--- config.mk ---
export PLATFORM = sky130hd
export DESIGN_NAME = pfio_port
export DESIGN_NICKNAME = d
export VERILOG_FILES = /design/src/design/pfio_pkg.sv /design/src/design/pfio_pin_mux.sv /design/src/design/pfio_pin_sampler.sv /design/src/design/pfio_port.sv
export SDC_FILE = /design/constraint.sdc
export NUM_CORES = 1
export LEC_CHECK = 0
export BUFFER_PORTS_ARGS = -buffer_cell sky130_fd_sc_hd__buf_2
export CORE_MARGIN = 1
export CORE_UTILIZATION = 45
export CTS_BUF_LIST = sky130_fd_sc_hd__clkbuf_4
export DETAILED_ROUTE_END_ITERATION = 8
export GPL_TIMING_DRIVEN = 0
export PLACE_DENSITY_LB_ADDON = 0.15
export SYNTH_ARGS = -nofsm -noshare
export SYNTH_HDL_FRONTEND = slang
export SYNTH_SLANG_ARGS = --single-unit
--- constraint.sdc ---
create_clock -name clk_sys_in -period 8.9 [get_ports clk_sys_in]
set_input_delay 1.78 -clock clk_sys_in [delete_from_list [all_inputs] [get_ports clk_sys_in]]
set_output_delay 1.78 -clock clk_sys_in [all_outputs]
set_load 0.005 [all_outputs]
--- src/design/pfio_pkg.sv ---
// pfio_pkg: register map, field positions and reset values of the
// eight-pin general-purpose port with analog, segment and comparator
// overrides.
// assumes: one 40 MHz system clock, plain register port with 4-bit index.
package pfio_pkg;

  // ------------------------------------------------------------------
  // port geometry
  // ------------------------------------------------------------------
  localparam int unsigned PFIO_PINS = 8;
  localparam int unsigned PFIO_ANALOG_PINS = 7;
  localparam int unsigned PFIO_ADDR_W = 4;
  localparam int unsigned PFIO_DATA_W = 8;

  // ------------------------------------------------------------------
  // register indices on the register port
  // ------------------------------------------------------------------
  localparam logic [3:0] PFIO_IDX_DIRECTION = 4'h0;
  localparam logic [3:0] PFIO_IDX_PIN_READ = 4'h1;
  localparam logic [3:0] PFIO_IDX_OUTPUT_LATCH = 4'h2;
  localparam logic [3:0] PFIO_IDX_ANALOG_CFG = 4'h3;
  localparam logic [3:0] PFIO_IDX_CMP_CONTROL = 4'h4;
  localparam logic [3:0] PFIO_IDX_VREF_CONTROL = 4'h5;
  localparam logic [3:0] PFIO_IDX_SEG_GROUP2 = 4'h6;
  localparam logic [3:0] PFIO_IDX_SEG_GROUP3 = 4'h7;

  // ------------------------------------------------------------------
  // reset values
  // ------------------------------------------------------------------
  localparam logic [7:0] PFIO_RST_DIRECTION = 8'hFF;
  localparam logic [7:0] PFIO_RST_LATCH = 8'h00;
  localparam logic [7:0] PFIO_RST_ANALOG_CFG = 8'h00;
  localparam logic [7:0] PFIO_RST_CMP_CONTROL = 8'h00;
  localparam logic [7:0] PFIO_RST_VREF_CONTROL = 8'h00;
  localparam logic [7:0] PFIO_RST_SEG = 8'h00;
  localparam logic [7:0] PFIO_READ_NONE = 8'h00;

  // ------------------------------------------------------------------
  // field positions
  // ------------------------------------------------------------------
  // analog_pin_config: ref select bits 5:4, pin config field 3:0
  localparam logic [7:0] PFIO_ANALOG_CFG_MASK = 8'h3F;
  localparam int unsigned PFIO_PCFG_LSB = 0;
  localparam logic [3:0] PFIO_PCFG_TOP = 4'hE;
  localparam logic [3:0] PFIO_FIRST_CHANNEL = 4'h5;
  // comparator_control
  localparam int unsigned PFIO_CMP_TWO_RESULT_BIT = 7;
  localparam int unsigned PFIO_CMP_ONE_RESULT_BIT = 6;
  localparam int unsigned PFIO_CMP_TWO_INV_BIT = 5;
  localparam int unsigned PFIO_CMP_ONE_INV_BIT = 4;
  localparam int unsigned PFIO_CMP_MODE_LSB = 0;
  localparam logic [7:0] PFIO_CMP_WRITE_MASK = 8'h3F;
  localparam logic [2:0] PFIO_CMP_MODE_OUTPUTS = 3'h3;
  localparam logic [2:0] PFIO_CMP_MODE_OFF = 3'h7;
  // voltage_ref_control
  localparam int unsigned PFIO_VREF_ENABLE_BIT = 7;
  localparam int unsigned PFIO_VREF_OUT_BIT = 6;
  // segment enables: pin n carries segment 18 plus n
  localparam int unsigned PFIO_SEG_GROUP2_LSB = 2;
  localparam int unsigned PFIO_SEG_GROUP2_PINS = 6;
  localparam int unsigned PFIO_SEG_GROUP3_PINS = 2;

  // ------------------------------------------------------------------
  // pin numbers with dedicated functions
  // ------------------------------------------------------------------
  localparam int unsigned PFIO_PIN_CMP_TWO = 1;
  localparam int unsigned PFIO_PIN_CMP_ONE = 2;
  localparam int unsigned PFIO_PIN_VREF = 5;
  localparam int unsigned PFIO_PIN_SLAVE_SEL = 7;

endpackage

--- src/design/pfio_pin_mux.sv ---
// pfio_pin_mux: per-pin drive priority (segment, reference, direction,
// comparator result, latch). purely combinational.
// assumes: the caller registers the outputs before they reach the pads.
`timescale 1ns/1ps
`default_nettype none
module pfio_pin_mux
  import pfio_pkg::*;
(
  // stored configuration
  input wire logic [7:0] direction_in,
  input wire logic [7:0] latch_in,
  input wire logic [7:0] seg_enable_in,
  // peripheral overrides
  input wire logic vref_out_in,
  input wire logic cmp_out_sel_in,
  input wire logic cmp_one_in,
  input wire logic cmp_two_in,
  // pad drive
  output logic [7:0] drive_data_out,
  output logic [7:0] drive_en_out
);

  // ------------------------------------------------------------------
  // drive selection
  // ------------------------------------------------------------------
  // analog selection is not an input here, so it cannot alter drive
  always_comb
  begin
    drive_data_out = latch_in;
    drive_en_out = ~direction_in;
    if (cmp_out_sel_in)
    begin
      drive_data_out[PFIO_PIN_CMP_TWO] = cmp_two_in;
      drive_data_out[PFIO_PIN_CMP_ONE] = cmp_one_in;
    end
    if (vref_out_in)
    begin
      drive_en_out[PFIO_PIN_VREF] = 1'b0;
    end
    drive_en_out = drive_en_out & ~seg_enable_in;
  end

endmodule
`default_nettype wire

--- src/design/pfio_pin_sampler.sv ---
// pfio_pin_sampler: registers the pad levels once per clock and hands
// the slave-select level on.
// assumes: pad inputs are synchronous to the system clock.
`timescale 1ns/1ps
`default_nettype none
module pfio_pin_sampler
  import pfio_pkg::*;
(
  // clock and reset
  input wire logic clk_sys_in,
  input wire logic sys_rst_in,
  // pad levels
  input wire logic [7:0] pin_level_in,
  // sampled levels
  output logic [7:0] sample_out,
  output logic slave_select_out
);

  logic [7:0] sample_q;
  logic [7:0] sample_d;
  logic slave_sel_q;
  logic slave_sel_d;

  // ------------------------------------------------------------------
  // sampling
  // ------------------------------------------------------------------
  // the top pin always feeds the serial slave select, whatever else
  always_comb
  begin
    sample_d = pin_level_in;
    slave_sel_d = pin_level_in[PFIO_PIN_SLAVE_SEL];
  end

  // samples reset to zero, slave select to one, so a read right after reset shows no stale level
  always_ff @(posedge clk_sys_in or posedge sys_rst_in)
  begin
    if (sys_rst_in)
    begin
      sample_q <= 8'h00;
      slave_sel_q <= 1'b1;
    end
    else
    begin
      sample_q <= sample_d;
      slave_sel_q <= slave_sel_d;
    end
  end

  assign sample_out = sample_q;
  assign slave_select_out = slave_sel_q;

endmodule
`default_nettype wire

--- src/design/pfio_port.sv ---
// pfio_port: eight-pin bidirectional port with direction, latch and
// pin-read registers, analog channel selection, segment and comparator
// overrides, and the serial slave-select feed from the top pin.
// assumes: a plain register port (index, data, one-cycle strobes) and
// pads resolved outside from data and enable; one 40 MHz clock.
//
// How it works
// - eight pins, input or output, shared registers
// - direction one puts driver in high impedance
// - direction zero drives latch unless overridden
// - latch register reads back latch, not pins
// - after reset low seven inputs read zero
// - after reset low seven are analog channels
// - segment enable kills pin's digital function
// - pin n carries segment eighteen plus n
// - comparator two result drives pin one
// - comparator one result drives pin two
// - pin five off when segment or reference
// - analog selection leaves output value unchanged
// - top pin feeds slave select, set input
//
// Local design decisions: the plain strobed port and the register offsets.
`timescale 1ns/1ps
`default_nettype none
module pfio_port
  import pfio_pkg::*;
(
  // clock and reset
  input wire logic clk_sys_in,
  input wire logic sys_rst_in,
  // register port
  input wire logic [3:0] reg_addr_in,
  input wire logic [7:0] reg_wdata_in,
  input wire logic reg_write_in,
  input wire logic reg_read_in,
  output logic [7:0] reg_rdata_out,
  // pads
  input wire logic [7:0] pin_in,
  output logic [7:0] pin_out,
  output logic [7:0] pin_oe_out,
  // comparator raw results from the analog side
  input wire logic cmp_one_raw_in,
  input wire logic cmp_two_raw_in,
  // controls toward the analog, display and serial blocks
  output logic [6:0] analog_select_out,
  output logic [7:0] segment_enable_out,
  output logic [2:0] cmp_mode_out,
  output logic vref_pin_enable_out,
  output logic slave_select_out
);

  // ------------------------------------------------------------------
  // helpers
  // ------------------------------------------------------------------
  // channel k is analog while the config field is at most 14 - k;
  // the field value 15 turns every channel digital, zero all analog
  function automatic logic [6:0] analog_mask(input logic [3:0] pcfg);
    logic [6:0] m;
    logic [3:0] chan;
    m = 7'h00;
    for (int i = 0; i < PFIO_ANALOG_PINS; i++)
    begin
      chan = PFIO_FIRST_CHANNEL + 4'(i);
      m[i] = (pcfg <= (PFIO_PCFG_TOP - chan));
    end
    return m;
  endfunction

  // one strobe decode used by every register
  function automatic logic hit(input logic strobe, input logic [3:0] addr,
                               input logic [3:0] idx);
    return strobe && (addr == idx);
  endfunction

  // ------------------------------------------------------------------
  // register state
  // ------------------------------------------------------------------
  logic [7:0] direction_q;
  logic [7:0] direction_d;
  logic [7:0] latch_q;
  logic [7:0] latch_d;
  logic [7:0] analog_cfg_q;
  logic [7:0] analog_cfg_d;
  logic [7:0] cmp_ctrl_q;
  logic [7:0] cmp_ctrl_d;
  logic [7:0] vref_ctrl_q;
  logic [7:0] vref_ctrl_d;
  logic [7:0] seg_group2_q;
  logic [7:0] seg_group2_d;
  logic [7:0] seg_group3_q;
  logic [7:0] seg_group3_d;
  logic [7:0] rdata_q;
  logic [7:0] rdata_d;

  // ------------------------------------------------------------------
  // pad and control output state
  // ------------------------------------------------------------------
  logic [7:0] pin_out_q;
  logic [7:0] pin_out_d;
  logic [7:0] pin_oe_q;
  logic [7:0] pin_oe_d;
  logic [6:0] analog_sel_q;
  logic [6:0] analog_sel_d;
  logic [7:0] seg_en_q;
  logic [7:0] seg_en_d;
  logic [2:0] cmp_mode_q;
  logic [2:0] cmp_mode_d;
  logic vref_pin_q;
  logic vref_pin_d;

  // ------------------------------------------------------------------
  // derived terms
  // ------------------------------------------------------------------
  logic [7:0] seg_enable;
  logic [6:0] analog_now;
  logic cmp_one_result;
  logic cmp_two_result;
  logic cmp_out_sel;
  logic vref_out;
  logic [7:0] drive_data;
  logic [7:0] drive_en;
  logic [7:0] sample;
  logic [7:0] pin_read_value;

  // pin n sits on segment 18 + n: bits 7:2 of group two, 1:0 of three
  assign seg_enable = {
    seg_group3_q[PFIO_SEG_GROUP3_PINS-1:0],
    seg_group2_q[PFIO_SEG_GROUP2_LSB +: PFIO_SEG_GROUP2_PINS]
  };

  assign analog_now = analog_mask(analog_cfg_q[PFIO_PCFG_LSB +: 4]);

  // result polarity follows the invert bits
  assign cmp_one_result = cmp_one_raw_in ^ cmp_ctrl_q[PFIO_CMP_ONE_INV_BIT];
  assign cmp_two_result = cmp_two_raw_in ^ cmp_ctrl_q[PFIO_CMP_TWO_INV_BIT];
  assign cmp_out_sel =
    (cmp_ctrl_q[PFIO_CMP_MODE_LSB +: 3] == PFIO_CMP_MODE_OUTPUTS);

  // reference reaches the pin only while both enable and output are on
  assign vref_out = vref_ctrl_q[PFIO_VREF_ENABLE_BIT]
                  && vref_ctrl_q[PFIO_VREF_OUT_BIT];

  // analog pins read as zero; the top pin has no analog channel
  assign pin_read_value = sample & {1'b1, ~analog_now};

  // ------------------------------------------------------------------
  // submodules
  // ------------------------------------------------------------------
  pfio_pin_mux u_mux (
    .direction_in(direction_q),
    .latch_in(latch_q),
    .seg_enable_in(seg_enable),
    .vref_out_in(vref_out),
    .cmp_out_sel_in(cmp_out_sel),
    .cmp_one_in(cmp_one_result),
    .cmp_two_in(cmp_two_result),
    .drive_data_out(drive_data),
    .drive_en_out(drive_en)
  );

  pfio_pin_sampler u_sampler (
    .clk_sys_in(clk_sys_in),
    .sys_rst_in(sys_rst_in),
    .pin_level_in(pin_in),
    .sample_out(sample),
    .slave_select_out(slave_select_out)
  );

  // ------------------------------------------------------------------
  // register writes
  // ------------------------------------------------------------------
  // overrides only reach the mux, so stored bits stay as written
  always_comb
  begin
    direction_d = direction_q;
    latch_d = latch_q;
    analog_cfg_d = analog_cfg_q;
    cmp_ctrl_d = cmp_ctrl_q;
    vref_ctrl_d = vref_ctrl_q;
    seg_group2_d = seg_group2_q;
    seg_group3_d = seg_group3_q;
    if (hit(reg_write_in, reg_addr_in, PFIO_IDX_DIRECTION))
    begin
      direction_d = reg_wdata_in;
    end
    // both the latch and the pin-read index land in the latch
    if (hit(reg_write_in, reg_addr_in, PFIO_IDX_OUTPUT_LATCH)
        || hit(reg_write_in, reg_addr_in, PFIO_IDX_PIN_READ))
    begin
      latch_d = reg_wdata_in;
    end
    if (hit(reg_write_in, reg_addr_in, PFIO_IDX_ANALOG_CFG))
    begin
      analog_cfg_d = reg_wdata_in & PFIO_ANALOG_CFG_MASK;
    end
    // result bits are live, never stored
    if (hit(reg_write_in, reg_addr_in, PFIO_IDX_CMP_CONTROL))
    begin
      cmp_ctrl_d = reg_wdata_in & PFIO_CMP_WRITE_MASK;
    end
    if (hit(reg_write_in, reg_addr_in, PFIO_IDX_VREF_CONTROL))
    begin
      vref_ctrl_d = reg_wdata_in;
    end
    if (hit(reg_write_in, reg_addr_in, PFIO_IDX_SEG_GROUP2))
    begin
      seg_group2_d = reg_wdata_in;
    end
    if (hit(reg_write_in, reg_addr_in, PFIO_IDX_SEG_GROUP3))
    begin
      seg_group3_d = reg_wdata_in;
    end
  end

  // power-on state: all inputs, low seven analog, comparators reset
  always_ff @(posedge clk_sys_in or posedge sys_rst_in)
  begin
    if (sys_rst_in)
    begin
      direction_q <= PFIO_RST_DIRECTION;
      latch_q <= PFIO_RST_LATCH;
      analog_cfg_q <= PFIO_RST_ANALOG_CFG;
      cmp_ctrl_q <= PFIO_RST_CMP_CONTROL;
      vref_ctrl_q <= PFIO_RST_VREF_CONTROL;
      seg_group2_q <= PFIO_RST_SEG;
      seg_group3_q <= PFIO_RST_SEG;
    end
    else
    begin
      direction_q <= direction_d;
      latch_q <= latch_d;
      analog_cfg_q <= analog_cfg_d;
      cmp_ctrl_q <= cmp_ctrl_d;
      vref_ctrl_q <= vref_ctrl_d;
      seg_group2_q <= seg_group2_d;
      seg_group3_q <= seg_group3_d;
    end
  end

  // ------------------------------------------------------------------
  // register reads
  // ------------------------------------------------------------------
  // data stand for exactly the cycle after the strobe, zero otherwise
  always_comb
  begin
    rdata_d = PFIO_READ_NONE;
    if (reg_read_in)
    begin
      unique case (reg_addr_in)
        PFIO_IDX_DIRECTION: rdata_d = direction_q;
        PFIO_IDX_PIN_READ: rdata_d = pin_read_value;
        PFIO_IDX_OUTPUT_LATCH: rdata_d = latch_q;
        PFIO_IDX_ANALOG_CFG: rdata_d = analog_cfg_q;
        PFIO_IDX_CMP_CONTROL:
        begin
          rdata_d = cmp_ctrl_q;
          rdata_d[PFIO_CMP_TWO_RESULT_BIT] = cmp_two_result;
          rdata_d[PFIO_CMP_ONE_RESULT_BIT] = cmp_one_result;
        end
        PFIO_IDX_VREF_CONTROL: rdata_d = vref_ctrl_q;
        PFIO_IDX_SEG_GROUP2: rdata_d = seg_group2_q;
        PFIO_IDX_SEG_GROUP3: rdata_d = seg_group3_q;
        default: rdata_d = PFIO_READ_NONE; // unmapped index
      endcase
    end
  end

  always_ff @(posedge clk_sys_in or posedge sys_rst_in)
  begin
    if (sys_rst_in)
    begin
      rdata_q <= PFIO_READ_NONE;
    end
    else
    begin
      rdata_q <= rdata_d;
    end
  end

  // ------------------------------------------------------------------
  // pad and control outputs
  // ------------------------------------------------------------------
  // one register stage after configuration; costs a cycle of latency
  // but keeps the pads glitch free while several bits change at once
  always_comb
  begin
    pin_out_d = drive_data;
    pin_oe_d = drive_en;
    analog_sel_d = analog_now;
    seg_en_d = seg_enable;
    cmp_mode_d = cmp_ctrl_q[PFIO_CMP_MODE_LSB +: 3];
    vref_pin_d = vref_out;
  end

  always_ff @(posedge clk_sys_in or posedge sys_rst_in)
  begin
    if (sys_rst_in)
    begin
      pin_out_q <= 8'h00;
      pin_oe_q <= 8'h00;
      analog_sel_q <= 7'h7F;
      seg_en_q <= 8'h00;
      cmp_mode_q <= 3'h0;
      vref_pin_q <= 1'b0;
    end
    else
    begin
      pin_out_q <= pin_out_d;
      pin_oe_q <= pin_oe_d;
      analog_sel_q <= analog_sel_d;
      seg_en_q <= seg_en_d;
      cmp_mode_q <= cmp_mode_d;
      vref_pin_q <= vref_pin_d;
    end
  end

  assign reg_rdata_out = rdata_q;
  assign pin_out = pin_out_q;
  assign pin_oe_out = pin_oe_q;
  assign analog_select_out = analog_sel_q;
  assign segment_enable_out = seg_en_q;
  assign cmp_mode_out = cmp_mode_q;
  assign vref_pin_enable_out = vref_pin_q;

endmodule
`default_nettype wire

# Yosys cells after proc, flatten, opt, wreduce, memory -nomap -nowiden
# Cells that the tools add are included.
word_totals:
  reg_bits: 104
  input_bits: 26
  output_inout_bits: 44
  elab_cells: 53
op_classes:
  n_lt_le_gt_ge: 7
  eq_ne: 8
  n_mux: 4
  n_bitwise: 7
  n_reduce_logical: 11
ops:
  columns: ["op", "n"]
  rows:
  - ["$pmux W8 S8", 1]
  - ["$and A8 B8 Y8", 2]
  - ["$eq A4 B3 Y1 const B", 4]
  - ["$le A4 B3 Y1 const B", 4]
  - ["$not A8 Y8", 2]
  - ["$logic_and A1 B1 Y1", 9]
  - ["$eq A4 B2 Y1 const B", 2]
  - ["$le A4 B4 Y1 const B", 2]
  - ["$mux W8", 1]
  - ["$not A7 Y7", 1]
  - ["$eq A4 B1 Y1 const B", 1]
  - ["$le A4 B2 Y1 const B", 1]
  - ["$logic_not A4 Y1", 1]
  - ["$eq A3 B2 Y1 const B", 1]
  - ["$mux W2", 1]
  - ["$xor A1 B1 Y1", 2]
  - ["$logic_or A1 B1 Y1", 1]
  - ["$mux W1", 1]

# Depth between registers and ports, before layout
logic_depth:
  depth_word: 5
  ltp_mapped: 7
  depth_no_buf: 4

# Hierarchy
# A second synthesis with hierarchy kept.
hier_totals:
  hier_cells: 283
  area_unflattened_um2: 4149.0
modules_own_cells:
  columns: ["mod", "instances", "cells_each", "area_per_inst_um2", "seq_area_each_um2"]
  rows:
  - ["pfio_port", 1, 257, 3819.9, 2396.0]
  - ["pfio_pin_sampler", 1, 10, 230.2, 226.5]
  - ["pfio_pin_mux", 1, 16, 98.8, 0.0]

# Worst setup path before layout
# No wires, ideal clock.
synth_timing:
  path_kind: "input-to-reg"
  startpoint: "in reg_addr_in[0]"
  endpoint: "reg seg_group2_q[0]"
  setup_ns: 0.125
  arrival_ns: 2.785
  t_required_ns: 8.775
  slack_ns: 5.990
  stages: 5
  path_buffers: 1
  path_cell_list: "buf_4 -> nor2_8 -> nand2_1 -> nor2_2 -> mux2_2"
synth_between:
  elab_chain_cells: 2
synth_rtl:
  columns: ["element", "line", "rtl"]
  rows:
  - ["start, declared", "pfio_port.sv:32", "input wire logic [3:0] reg_addr_in,"]
  - ["$eq A4 B3 Y1", "pfio_port.sv:72", "return strobe && (addr == idx);"]
  - ["$logic_and A1 B1 Y1", "pfio_port.sv:72", null]
  - ["end signal, assigned", "pfio_port.sv:235", "seg_group2_q <= seg_group2_d;"]
  - ["end, declared", "pfio_port.sv:88", "logic [7:0] seg_group2_q;"]
# Every way passes these cells.
# A chain may end at the register's enable or synchronous reset.

# Final worst setup path
layout_timing:
  startpoint: "in reg_addr_in[3]"
  endpoint: "reg seg_group2_q[1]"
# Same word-level chain as after synthesis.

==> out/metrics.cfg <==
[clocking]
cts.repair_timing.setup_buffer_count=0
cts.sinks=104
cts_hold_buffers=0
max-clock-path-buffers=2
cts-root-buf=sky130_fd_sc_hd__clkbuf_4
cts.htree.levels=3
cts_buffers=9
clkLatencyLatePin_ns=0.46
tritoncts=done
clkSlewWorstSetupHoldPaths_ns=0.15
cts-resized-gates=0

[die]
floorplan.initialDensity=0.471
die_x_um=98.3
design.portCount=70
die_height_um=98.3
full_die_area_um2=9650
count_of_standard_cell_rows=34
core_footprint_um2=8850

[layout]
share_of_final_layout_standard_cells_stronger_than_drive_strength_1=0.472
n_fill_cell=772
seqCellArea_um2=2620
area_occupied_by_multi_input_gates_um2=1450
final_nets=398
num_antenna_cells=0
area_growth_pct=15.2

[place]
portBuffers=67
gp_routability_congestion=0.849
place.detailed.hpwl_um=6440

[timing]
unrepaired_setup_endpoints_after_global_routing=false
worst_slew_pin_slew_ns=0.652
finClkSkew_ns=0.0209
final_hold_viol_count=0
relSlewSlack=0.565
finalCriticalPeriod_ns=2.97
slew_violations=0
max_freq_ghz=0.337
holdWs_ns=0.415
layout_worst_path_cycle_share=0.333
setup-tns-final_ns=0
setup_viol_count_final=0

[setup_path]
critical_path.startpoint_type=input pin
critical_path_class=input pin to register
path_max_fanout=10
required_time_of_the_critical_path_ns=9.24
critical_path_arrival_ns=3.31
critical_path_endpoint_category=register

[logic_synthesis]
syn-instance-count=293
synth_enable_flop_cells=0
ys.flop_type=sky130_fd_sc_hd__dfrtp_1
yosys_warnings=0
ys_seq_area_frac=0.629
synth_cell_type_count=46
netlist_area_um2=4170
postSynthRegisterBits=104
syn_area_per_cell_um2=14.2
mappedNetlistNets=319
async_reset_ff_frac=1.00

[grt]
gr-total-overflow=0
pin_count_of_the_biggest_net_entering_global_routing=59
wire_length_of_the_first_global_routing_pass_um=14900
grt_pass1_vias=2701
initial_antenna_violation_count=0
grt_usage=0.211

[pwr]
power.clock.fraction=0.220
leakagePower_nw=2.23
power.density_cell_area_nw_per_um2=227
power.switching_uw=303
power_frac_seq=0.587
power_frac_comb=0.193
peakVddDrop_v=0.0000961
power.switching_fraction=0.278
power_report.internal_total_uw=788

[routing]
dr.pass1.iters=6
vias_per_cell=5.47
initialDrtViolationCount=160
final_antenna_net_count=0
total_wire_length_after_detailed_routing_um=9420
drt-wirelength-per-cell_um=19.4
routed_via_count=2653
drt_drc_violations_left=8

[run_status]
violated_checks=design-rule violations
outcome=complete, but fails checks

[flow_run]
max-cap-violations=0

[worst_hold_path]
min-delay-path-class=register to register

[flip-flops by register name, summed over array words and instances, names as in the netlist, 3 cells and up]
register / flops
analog_select_out: 7
direction_q: 8
cmp_mode_out: 3
pin_oe_out: 8
cmp_ctrl_q: 6
latch_q: 8
seg_group3_q: 8
analog_cfg_q: 6
reg_rdata_out: 8
seg_group2_q: 8
pin_out: 8
vref_ctrl_q: 8
u_sampler.sample_out: 8
segment_enable_out: 8
[power groups by stage]
stage | clock network [mW] | registers, mW | logic, mW
3_3_place_gp | 0 | 0.647 | 0.208
6_report | 0.240 | 0.641 | 0.211
4_1_cts | 0.245 | 0.642 | 0.213
2_1_floorplan | 0 | 0.642 | 0.126
3_5_place_dp | 0 | 0.651 | 0.213
5_1_grt | 0.266 | 0.654 | 0.232
[worst max-delay path, stage by stage]
cell	delay, ns
sky130_fd_sc_hd__buf_2	0.13
sky130_fd_sc_hd__buf_4	0.20
sky130_fd_sc_hd__nor2_8	0.17
sky130_fd_sc_hd__nand2_1	0.11
sky130_fd_sc_hd__nor2_2	0.51
sky130_fd_sc_hd__mux2_2	0.41
[worst paths after layout]
check | from | end | slack (ns) | depth (start not counted)
max | reg_addr_in[3] | seg_group2_q[1] | 5.93 | 6
min in group asynchronous | sys_rst_in | reg_rdata_out[5] | 1.38 | 2
max in group asynchronous | sys_rst_in | direction_q[6] | 6.80 | 3
min | latch_q[4] | pin_out[4] | 0.41 | 0
max reg2reg | analog_cfg_q[3] | reg_rdata_out[4] | 7.48 | 4
min reg2reg | latch_q[4] | pin_out[4] | 0.41 | 0
[synthesized netlist by cell type (all sizes together), types with 2 or more instances]
cell	instances	area (µm²)
a21oi	6	30.0
a22o	2	17.5
a31oi	11	68.8
and2	3	18.8
buf	12	81.3
clkbuf	2	7.51
dfrtp	88	2200
dfstp	16	420
inv	2	7.51
mux2	58	683
mux2i	10	100
nand2	12	45.0
nand2b	2	12.5
nand3	6	30.0
nand3b	6	57.6
nand4	2	18.8
nor2	18	98.9
nor2b	4	25.0
nor3	3	15.0
nor4	2	12.5
o2111ai	2	17.5
o21ai	10	50.1
xnor2	2	17.5
[layout by cell type (no fill, tap or decap), types with 2 or more instances in the layout]
cell type,count
sky130_fd_sc_hd__a22o_1,2
sky130_fd_sc_hd__dfstp_2,16
sky130_fd_sc_hd__mux2i_1,10
sky130_fd_sc_hd__dfrtp_1,88
sky130_fd_sc_hd__buf_6,2
sky130_fd_sc_hd__a31oi_1,11
sky130_fd_sc_hd__clkinv_1,2
sky130_fd_sc_hd__xnor2_1,2
sky130_fd_sc_hd__nand2_1,12
sky130_fd_sc_hd__mux2_4,8
sky130_fd_sc_hd__and2_1,3
sky130_fd_sc_hd__mux2_2,50
sky130_fd_sc_hd__clkbuf_4,10
sky130_fd_sc_hd__nand2b_1,2
sky130_fd_sc_hd__nor2_2,3
sky130_fd_sc_hd__nor4_1,2
sky130_fd_sc_hd__buf_4,4
sky130_fd_sc_hd__buf_2,72
sky130_fd_sc_hd__nor2b_1,4
sky130_fd_sc_hd__nand3b_1,5
sky130_fd_sc_hd__nand3_1,6
sky130_fd_sc_hd__nor3_1,3
sky130_fd_sc_hd__o2111ai_1,2
sky130_fd_sc_hd__o21ai_0,10
sky130_fd_sc_hd__nor2_1,13
sky130_fd_sc_hd__a21oi_1,6
sky130_fd_sc_hd__clkbuf_1,2
[cell families after synthesis]
group / synth area share
AO/OA/AOI/OAI: 0.0615
flip-flops: 0.629
XOR/XNOR: 0.00630
multiplexers: 0.188
AND/OR/NAND/NOR: 0.0921
buffers and inverters: 0.0231
[cell type report]
cell class,instances,share of cell area
Timing Repair Buffer,68,0.0755
Sequential cell,104,0.546
Buffer,14,0.0185
Clock inverter,6,0.0122
Multi-Input combinational cell,173,0.302
Clock buffer,10,0.0156
Tap cell,108,0.0281
Inverter,2,0.00208
[through the flow]
step	utilization	total power [mW]	std cells	area (µm²)	worst slack, ns
finish	0.543	1.09	485	4800	5.93
global route	0.543	1.15	485	4800	5.94
CTS	0.543	1.10	485	4800	5.94
detailed placement	0.528	0.863	469	4670	5.46
global placement	0.524	0.855	468	4640	3.30
floorplan	-	0.767	293	4170	4.41
[routing by layer]
layer	track usage	wire, µm
met5	0	0
met4	0.0907	209
met3	0.0437	379
met2	0.319	4440
met1	0.296	4390
Power figures use the tool's default switching activity.
